$ cat src/design/port8_regs.svh
// Register offsets, field positions and reset values of the port 8 block
// Behaviour
// - Direction register reads back as all ones
// - Reset or hardware standby loads direction 0xF0
// - Software standby keeps direction and output drive
// - Direction one on pins 4..1 drives chip selects
// - Pin 0 direction one, no refresh: latch output
// - Direction zero without other function means input
// - Data read gives latch bit where direction one
// - Data read gives pin level where direction zero
// - Data bits 7..5 unwritable, always read one
// - Reset or hardware standby loads data 0xE0
// - Software standby keeps data register contents
// - Refresh enable puts refresh strobe on pin 0
`ifndef PORT8_REGS_SVH
`define PORT8_REGS_SVH

// Register indices; the byte address is four times the index
`define P8_DIR_IDX 16'hFFCD
`define P8_DATA_IDX 16'hFFCF
`define P8_DIR_ADDR 18'h3FF34
`define P8_DATA_ADDR 18'h3FF3C

// Reset values
`define P8_DIR_RESET 8'hF0
`define P8_DATA_RESET 8'hE0

// Fixed read values and field layout
`define P8_DIR_READ 8'hFF
`define P8_RSVD_MASK 8'hE0
`define P8_PIN_MSB 4
`define P8_REFRESH_STROBE_OUT_PIN 0
`define P8_CS_LSB 1

`endif

$ cat src/design/port8_pkg.sv
// Types shared by the port 8 block
`default_nettype none
package port8_pkg;

   // Register bus answer phase
   typedef enum logic [0:0] {
      WB_IDLE = 1'b0,
      WB_ANSWER = 1'b1
   } wb_phase_t;

   // Function chosen for a single pin
   typedef enum logic [1:0] {
      FUNC_INPUT = 2'b00,
      FUNC_PORT_OUT = 2'b01,
      FUNC_CS_OUT = 2'b10,
      FUNC_REFRESH_STROBE_OUT_OUT = 2'b11
   } pin_func_t;

   // Whole register state of the top module
   typedef struct packed {
      wb_phase_t phase;
      logic [4:0] dir;
      logic [4:0] data;
      logic [7:0] rdat;
   } port8_state_t;

endpackage
`default_nettype wire

$ cat src/design/port8_mux_if.sv
// Signals between the port 8 registers and its pin multiplexer
`default_nettype none
interface port8_mux_if;
   logic [4:0] dir; // Direction bits
   logic [4:0] data; // Output latch bits
   logic [3:0] cs_n; // Chip selects 0..3, active low
   logic refresh_strobe_out_en; // Refresh pin enable
   logic refresh_strobe_out_n; // Refresh strobe, active low
   logic [4:0] drive; // Pin output level
   logic [4:0] drive_en; // Pin output enable

   // Register side
   modport regs (
      output dir, data, cs_n, refresh_strobe_out_en, refresh_strobe_out_n,
      input drive, drive_en
   );

   // Multiplexer side
   modport mux (
      input dir, data, cs_n, refresh_strobe_out_en, refresh_strobe_out_n,
      output drive, drive_en
   );
endinterface
`default_nettype wire

$ cat src/design/port8_pin_mux.sv
// Pin function selection for the five port 8 pins
`include "port8_regs.svh"
`default_nettype none
module port8_pin_mux (
   // Register side
   port8_mux_if.mux m
);

   // Pins 4..1: chip select when direction is one, else input
   genvar i;
   generate
      for (i = `P8_CS_LSB; i <= `P8_PIN_MSB; i = i + 1) begin : g_cs
         port8_pkg::pin_func_t func;
         always_comb begin
            // Pin 4 carries select 0, pin 1 carries select 3
            func = m.dir[i] ? port8_pkg::FUNC_CS_OUT
                            : port8_pkg::FUNC_INPUT;
         end
         assign m.drive[i] = m.cs_n[`P8_PIN_MSB - i];
         assign m.drive_en[i] = (func == port8_pkg::FUNC_CS_OUT);
      end
   endgenerate

   // Pin 0: refresh strobe has priority over the port function
   port8_pkg::pin_func_t func0;
   always_comb begin
      if (m.refresh_strobe_out_en) begin
         func0 = port8_pkg::FUNC_REFRESH_STROBE_OUT_OUT;
      end else if (m.dir[`P8_REFRESH_STROBE_OUT_PIN]) begin
         func0 = port8_pkg::FUNC_PORT_OUT;
      end else begin
         func0 = port8_pkg::FUNC_INPUT;
      end
   end

   // Drive level and enable for pin 0, kept local so that every
   // bit of the drive vectors has one kind of driver only
   logic drive0; // Pin 0 level
   logic en0; // Pin 0 output enable
   always_comb begin
      case (func0)
         port8_pkg::FUNC_REFRESH_STROBE_OUT_OUT: begin
            drive0 = m.refresh_strobe_out_n;
            en0 = 1'b1;
         end
         port8_pkg::FUNC_PORT_OUT: begin
            drive0 = m.data[`P8_REFRESH_STROBE_OUT_PIN];
            en0 = 1'b1;
         end
         default: begin
            // Input: keep the driver off
            drive0 = 1'b0;
            en0 = 1'b0;
         end
      endcase
   end
   assign m.drive[`P8_REFRESH_STROBE_OUT_PIN] = drive0;
   assign m.drive_en[`P8_REFRESH_STROBE_OUT_PIN] = en0;

endmodule // port8_pin_mux
`default_nettype wire

$ cat src/design/port8_io.sv
// Port 8 I/O block: registers, Wishbone slave and pin functions
//
// The Wishbone interface to the registers was decided locally.
`include "port8_regs.svh"
`default_nettype none
module port8_io #(
   parameter int ADDR_W = 18 // Wishbone byte address width
) (
   // Clock and reset
   input wire logic clk,
   input wire logic sys_rst,

   // Power state
   input wire logic hw_standby,
   input wire logic sw_standby,

   // Classic Wishbone slave
   input wire logic wb_cyc_i,
   input wire logic wb_stb_i,
   input wire logic wb_we_i,
   input wire logic [ADDR_W-1:0] wb_adr_i,
   input wire logic [3:0] wb_sel_i,
   input wire logic [31:0] wb_dat_i,
   output logic [31:0] wb_dat_o,
   output logic wb_ack_o,

   // Alternate functions from other blocks
   input wire logic chip_select_0,
   input wire logic chip_select_1,
   input wire logic chip_select_2,
   input wire logic chip_select_3,
   input wire logic refresh_pin_enable,
   input wire logic refresh_strobe_out,

   // Port pins
   input wire logic [4:0] pin_i,
   output logic [4:0] pin_o,
   output logic [4:0] pin_oe,

   // External interrupt inputs fed by the pins
   output logic ext_interrupt_in_0,
   output logic ext_interrupt_in_1,
   output logic ext_interrupt_in_2,
   output logic ext_interrupt_in_3
);

   // Register state and its next value
   port8_pkg::port8_state_t st_q;
   port8_pkg::port8_state_t st_d;

   // Reset images of the stored bits
   localparam logic [7:0] DIR_RST = `P8_DIR_RESET;
   localparam logic [7:0] DATA_RST = `P8_DATA_RESET;
   localparam logic [7:0] RSVD_ONES = `P8_RSVD_MASK;

   // Full-width address constants
   localparam logic [ADDR_W-1:0] DIR_ADDR = ADDR_W'(`P8_DIR_ADDR);
   localparam logic [ADDR_W-1:0] DATA_ADDR = ADDR_W'(`P8_DATA_ADDR);

   // Bus request qualifiers
   logic req; // Request present
   logic hit_dir; // Direction register addressed
   logic hit_data; // Data register addressed
   logic wr_lane; // Low byte lane written
   logic wr_ok; // Write may change state

   // Read value of the data register
   logic [7:0] data_view;

   // Interface to the pin multiplexer
   port8_mux_if mux_bus ();

   // Request and address decode
   always_comb begin
      req = wb_cyc_i & wb_stb_i;
      hit_dir = 1'b0;
      hit_data = 1'b0;
      if (wb_adr_i == DIR_ADDR) begin
         hit_dir = 1'b1;
      end else if (wb_adr_i == DATA_ADDR) begin
         hit_data = 1'b1;
      end else begin
         // Unmapped: answered, reads zero, writes dropped
         hit_dir = 1'b0;
      end
      wr_lane = wb_we_i & wb_sel_i[0];
      // Writes are held off in software standby, so no bus write
      // can disturb the kept values while the core sleeps
      wr_ok = wr_lane & ~sw_standby;
   end

   // Per-pin view: latch where output, live level where input
   genvar b;
   generate
      for (b = 0; b <= `P8_PIN_MSB; b = b + 1) begin : g_view
         assign data_view[b] = st_q.dir[b] ? st_q.data[b]
                                           : pin_i[b];
      end
   endgenerate

   // Reserved bits carry no storage and always read one
   assign data_view[7:5] = RSVD_ONES[7:5];

   // Next-state logic for bus phase and registers
   always_comb begin
      st_d = st_q;
      case (st_q.phase)
         port8_pkg::WB_IDLE: begin
            // Take a request, sample read data for the answer
            if (req) begin
               st_d.phase = port8_pkg::WB_ANSWER;
               if (wb_we_i) begin
                  st_d.rdat = 8'h00;
               end else if (hit_dir) begin
                  // Stored bits are never visible
                  st_d.rdat = `P8_DIR_READ;
               end else if (hit_data) begin
                  st_d.rdat = data_view;
               end else begin
                  st_d.rdat = 8'h00;
               end
            end
         end
         port8_pkg::WB_ANSWER: begin
            // Write lands at the edge that samples ack high
            st_d.phase = port8_pkg::WB_IDLE;
            if (req && wr_ok && hit_dir) begin
               st_d.dir = wb_dat_i[4:0];
            end
            if (req && wr_ok && hit_data) begin
               // Bits 4..0 take the value in any direction,
               // so an output starts from a known level
               st_d.data = wb_dat_i[4:0];
            end
         end
         default: begin
            st_d.phase = port8_pkg::WB_IDLE;
         end
      endcase

      // Hardware standby forces defaults like a reset
      if (hw_standby) begin
         st_d.dir = DIR_RST[4:0];
         st_d.data = DATA_RST[4:0];
      end
   end

   // State register; software standby holds dir and data, the bus phase still runs
   always_ff @(posedge clk) begin
      if (sys_rst) begin
         st_q.phase <= port8_pkg::WB_IDLE;
         st_q.dir <= DIR_RST[4:0];
         st_q.data <= DATA_RST[4:0];
         st_q.rdat <= 8'h00;
      end else begin
         st_q <= st_d;
      end
   end

   // Bus answer from registered state
   assign wb_ack_o = (st_q.phase == port8_pkg::WB_ANSWER);
   assign wb_dat_o = {24'h000000, st_q.rdat};

   // Feed the multiplexer
   assign mux_bus.dir = st_q.dir;
   assign mux_bus.data = st_q.data;
   assign mux_bus.cs_n = {chip_select_3, chip_select_2,
                          chip_select_1, chip_select_0};
   assign mux_bus.refresh_strobe_out_en = refresh_pin_enable;
   assign mux_bus.refresh_strobe_out_n = refresh_strobe_out;

   // Pin function selection
   port8_pin_mux u_mux (
      .m (mux_bus.mux)
   );

   // Pin drivers; chip selects pass without a register stage
   // so that their timing follows the bus controller directly
   assign pin_o = mux_bus.drive;
   assign pin_oe = mux_bus.drive_en;

   // Interrupt inputs see the pin whatever drives it
   assign ext_interrupt_in_0 = pin_i[0];
   assign ext_interrupt_in_1 = pin_i[1];
   assign ext_interrupt_in_2 = pin_i[2];
   assign ext_interrupt_in_3 = pin_i[3];

endmodule // port8_io
`default_nettype wire

$ cat config.mk
export PLATFORM = sky130hd
export DESIGN_NAME = port8_io
export DESIGN_NICKNAME = d
export VERILOG_FILES = /design/src/design/port8_pkg.sv /design/src/design/port8_mux_if.sv /design/src/design/port8_pin_mux.sv /design/src/design/port8_io.sv
export VERILOG_INCLUDE_DIRS = /design/src /design/src/design
export SDC_FILE = /design/constraint.sdc
export NUM_CORES = 1
export LEC_CHECK = 0
export ABC_AREA = 1
export BUFFER_PORTS_ARGS = -buffer_cell sky130_fd_sc_hd__buf_4
export CELL_PAD_IN_SITES_DETAIL_PLACEMENT = 1
export CELL_PAD_IN_SITES_GLOBAL_PLACEMENT = 1
export CORE_ASPECT_RATIO = 1.25
export CORE_UTILIZATION = 25
export CTS_CLUSTER_DIAMETER = 100
export CTS_CLUSTER_SIZE = 12
export DETAILED_ROUTE_END_ITERATION = 12
export PLACE_DENSITY = 0.81
export SLEW_MARGIN = 10
export SYNTH_ARGS = -nofsm -noshare
export SYNTH_HDL_FRONTEND = slang
export SYNTH_HIERARCHICAL = 1
export SYNTH_SLANG_ARGS = --single-unit
$ cat constraint.sdc
create_clock -name clk -period 2.3 [get_ports clk]
set_clock_uncertainty 0.15 [all_clocks]
set_input_delay 0.46 -clock clk [delete_from_list [all_inputs] [get_ports clk]]
set_output_delay 0.46 -clock clk [all_outputs]
set_load 0.1 [all_outputs]
### After elaboration in Yosys (flattened, before gate mapping)

Index checks and enable logic that the tools add are counted.

| cells by class | value |
|---|---|
| add/subtract/negate cells | 0 |
| multipliers | 0 |
| div/mod/pow operators | 0 |
| $lt $le $gt $ge | 0 |
| equal/unequal tests | 8 |
| shift-type cells | 0 |
| multiplexer cells | 21 |
| bitwise operators | 5 |
| reduce and logical (&&, ||, !) cells | 8 |

Operator list:

| kind | number |
|---|---|
| $eq A18 B18 Y1 const B | 2 |
| $mux W8 | 3 |
| $mux W1 | 11 |
| $eq A2 B2 Y1 const B | 5 |
| $mux W2 | 5 |
| $reduce_and A2 Y1 | 3 |
| $pmux W1 S2 | 2 |
| $reduce_or A2 Y1 | 2 |
| $and A1 B1 Y1 | 3 |
| $logic_and A1 B1 Y1 | 3 |
| $eq A2 B1 Y1 const B | 1 |
| $not A1 Y1 | 2 |

| word-level totals | value |
|---|---|
| register bits | 19 |
| bits in latches | 0 |
| bits in writable memories | 0 |
| bits in read-only memories | 0 |
| bits of input ports | 72 |
| memories | 0 |

### Logic depth before layout (Yosys ltp)

| depth | value |
|---|---|
| depth in word-level cells | 6 |
| gate-level depth with buffers | 8 |

### Modules after synthesis

The synthesis kept the hierarchy.

By module, submodules not included:

| module | instances | cells an instance | area an instance (um2) | seq. area each (um2) |
|---|---|---|---|---|
| port8_io | 1 | 177 | 1232.4 | 340.3 |
| port8_pin_mux | 1 | 15 | 97.6 | 0.0 |

### Worst setup path before layout

OpenSTA, ideal clock, no wires.

| path | value |
|---|---|
| kind | reg-to-reg |
| from | register st_q, in the netlist wb_ack_o |
| to | register mux_bus.dir[4] (netlist name) |
| data arrival time | 1.724 ns |
| slack | 0.289 ns |
| stages on the path, launching flop included | 8 |
| clock period less this slack | 2.011 ns |
| path through | dfxtp_1 nand3_2 nor2_8 inv_2 nor2_4 nand2_1 nand2_1 nand3_1 |

| on the way | value |
|---|---|
| word-level cells in the longest chain between the ends | 1 |

RTL lines:

| item | RTL line | source |
|---|---|---|
| start, declared | port8_io.sv:48 | `port8_pkg::port8_state_t st_q;` |
| start signal, assigned | port8_io.sv:156 | `st_q <= st_d;` |
| $reduce_and A2 Y1 (no source line) | -- |  |

Every way passes these cells.
A chain may end at the register's enable or synchronous reset.

### Worst setup path after layout

| path | value |
|---|---|
| from | register mux_bus.dir[0] (netlist name) |
| to | output pin_o[0] |

| on the way | value |
|---|---|
| word-level cells in the longest chain between the ends | 4 |

RTL lines:

| item | RTL line | source |
|---|---|---|
| $mux W1 * | port8_pin_mux.sv:29 | `` end else if (m.dir[`P8_REFRESH_STROBE_OUT_PIN]) begin `` |
| $mux W2 * | port8_pin_mux.sv:27 | `if (m.refresh_strobe_out_en) begin` |
| $eq A2 B1 Y1 or $eq A2 B2 Y1 (tied branches) | port8_pin_mux.sv:41 | `case (func0)` |
| $pmux W1 S2 * | port8_pin_mux.sv:41 |  |
| end, declared | port8_io.sv:37 | `output logic [4:0] pin_o,` |

Every way passes the cells marked *; elsewhere a longest branch is shown, timed or not.

==> results.sh <==
export IMPL_fin_tns_setup_ps=0
export IMPL_die_area_sq_um=5620
export IMPL_async_reset_ff_frac=0
export IMPL_tightest_slew_ps=649
export IMPL_syn_to_final_growth_pct=23.0
export IMPL_r2r_cells=7
export IMPL_antenna_cells=0
export IMPL_worstSetupPathType="register to primary output"
export IMPL_rsz0062_at_grt="no"
export IMPL_track_usage=0.108
export IMPL_slowest_delay_ps=380
export IMPL_crit_required_ps=1690
export IMPL_via_per_inst=4.15
export IMPL_post_cts_buffers=0
export IMPL_fin_crit_sh=0.737
export IMPL_drtAntennaViolNets=0
export IMPL_cts_root_buffer="clkbuf_8"
export IMPL_wl_per_cell_um=10.1
export IMPL_cts_resized=0
export IMPL_place_inst=290
export IMPL_seq_area_frac_synth=0.256
export IMPL_drt_iter0_markers=35
export IMPL_antenna_found_initial=0
export IMPL_synth_top_area_cell="dfxtp_1"
export IMPL_cts_tree="yes"
export IMPL_cp_end_kind="primary output"
export IMPL_grt_pass1_vias=1146
export IMPL_nFillCells=666
export IMPL_final_nets=305
export IMPL_clock_latency_ps=260
export IMPL_grt_start_max_net_pins=18
export IMPL_hold_viol=0
export IMPL_synth_cell_types=22
export IMPL_worst_path_max_fanout=5
export IMPL_hold_depth=2
export IMPL_overflow=0
export IMPL_fin_crit_ps=1690
export IMPL_max_freq_mhz=590
export IMPL_crit_chain="nand3_1 > nand2_1 > buf_4"
export IMPL_worstSetupEndpoint="pin_o[0]"
export IMPL_cts_made_buffers=3
export IMPL_drt_pass1_iter_count=4
export IMPL_regArea_sq_um=340
export IMPL_yosysMostFrequentCell="buf_4"
export IMPL_rows=29
export IMPL_start_util=0.260
export IMPL_io_buffers=56
export IMPL_gp_congestion=0.694
export IMPL_synth_area_leaders="dfxtp_1 26%, buf_4 23%, nand2_1 11%"
export IMPL_crit_arrival_ps=1080
export IMPL_yosys_warnings=6
export IMPL_core_area_sq_um=5120
export IMPL_synth_enable_flop_cells=0
export IMPL_ys_seq_elements=17
export IMPL_drcViolationCount=0
export IMPL_fp_dieH_um=83.6
export IMPL_r2r_slack_ps=890
export IMPL_synthCells=192
export IMPL_hold_class="primary input to register"
export IMPL_layout_drive_gt1_share=0.328
export IMPL_clkTransAtPathRegs_ps=60
export IMPL_grt_pass1_wl_um=4690
export IMPL_ioPinCount=119
export IMPL_synthFlopType="dfxtp_1"
export IMPL_fin_cells=294
export IMPL_rr_endpoint="mux_bus.dir[4]"
export IMPL_start_kind="register"
export IMPL_syn_area_per_cell_sq_um=6.93
export IMPL_cp_slowest_cell="dfxtp_1"
export IMPL_htreeDepth=1
export IMPL_max_slew_margin=0.566
export IMPL_drv_slew=0
export IMPL_yosys_top_cells_count="40 x buf_4, 38 x nand2_1, 19 x inv_1"
export IMPL_p_leak_nw=0.811
export IMPL_die_w_um=67.2
export IMPL_cts_path_max_buffers=2
export IMPL_cts_sinks=17
export IMPL_ir_drop_uv=175
export IMPL_hold_buffers=0
export IMPL_p_per_area_nw_per_um2=519
export IMPL_totalWireLength_um=2960
export IMPL_setup_viol=0
export IMPL_synth_area_sq_um=1330
export IMPL_hpwlAfterDp_um=2490
export IMPL_synth_top_area_frac=0.256
export IMPL_vias=1219
export IMPL_outcome="completed"
export IMPL_setup_worst_path_start="mux_bus.dir[0]"
export IMPL_cap_viol_max_count=0
export IMPL_reg2reg_from="wb_ack_o"
export IMPL_multiInputGateArea_sq_um=673
[cell families after synthesis]
logic type	Yosys count	share of synthesized area
AOI/OAI and AO/OA	22	0.0884
and+or+nand+nor	88	0.350
DFF	17	0.256
other	1	0.00282
buffers and inverters	64	0.303
[power breakdown]
| group | switching (W) | internal (W) | leakage, nW |
|---|---|---|---|
| Clock | 0.000107 | 0.000121 | 0.0255 |
| Sequential | 0.000000626 | 0.000295 | 0.137 |
| Combinational | 0.000265 | 0.0000614 | 0.648 |
| Total | 0.000373 | 0.000477 | 0.811 |
[flip-flops by register name, summed over array words and instances (netlist names)]
name / flops
wb_ack_o: 1
mux_bus.dir: 5
wb_dat_o: 6
mux_bus.data: 5
[layout make-up]
type / count / share of cell area
inverter: 21 / 0.0482
tap: 62 / 0.0474
timing repair buffer: 56 / 0.257
multi-input combinational: 134 / 0.411
sequential: 17 / 0.208
clock buffer: 3 / 0.0252
clock inverter: 1 / 0.00306
[routing by layer]
| metal | up-vias | track usage | routed length (um) |
|---|---|---|---|
| met3 | 7 | 0.0232 | 262 |
| met4 | 0 | 0.0600 | 69 |
| li1 | 625 | - | - |
| met1 | 529 | 0.107 | 1150 |
| met5 | - | 0 | 0 |
| met2 | 58 | 0.199 | 1480 |
[placed cells by master, fill, tap and decap left out]
master    count
nor2_4        3
nand4_1       9
o211ai_1      3
nand3_1       9
nor2_1       16
conb_1       24
nor2_2        5
o21ai_1       2
or2_1         2
nor2_8        2
nand3_2       2
nand2_2       1
inv_2         2
nand2_1      38
a21oi_1      17
clkinv_2      1
buf_4        56
dfxtp_1      17
clkbuf_8      3
inv_1        19
nand3_4       1
[worst min-delay path by stage]
| stage | end | from | slack (ps) |
|---|---|---|---|
| finish | wb_dat_o[0] | sys_rst | 280 |
| global route | wb_dat_o[6] | sys_rst | 280 |
| CTS | wb_dat_o[2] | sys_rst | 270 |
| detailed placement | wb_dat_o[2] | wb_dat_o[2] | 310 |
| global placement | wb_dat_o[1] | wb_dat_o[1] | 300 |
| floorplan | mux_bus.data[1] | mux_bus.data[1] | 300 |
[critical path: cells and delay by family, from the launching register on]
kind / cells / cell delay (ps)
flip-flops: 1 / 380
buffers and inverters: 1 / 280
AND/OR/NAND/NOR: 2 / 160
[metrics by stage]
stage	worst slack, ps	hold WS [ps]	utilization	cell area, sq um	power (W)
after floorplan	289	301	-	1420	0.000630
final	605	276	0.320	1640	0.000850
after global routing	534	282	0.320	1640	0.000884
after global placement	628	303	0.311	1590	0.000627
after CTS	587	267	0.320	1640	0.000860
after detailed placement	611	309	0.311	1590	0.000630
Power figures use the tool's default switching activity.
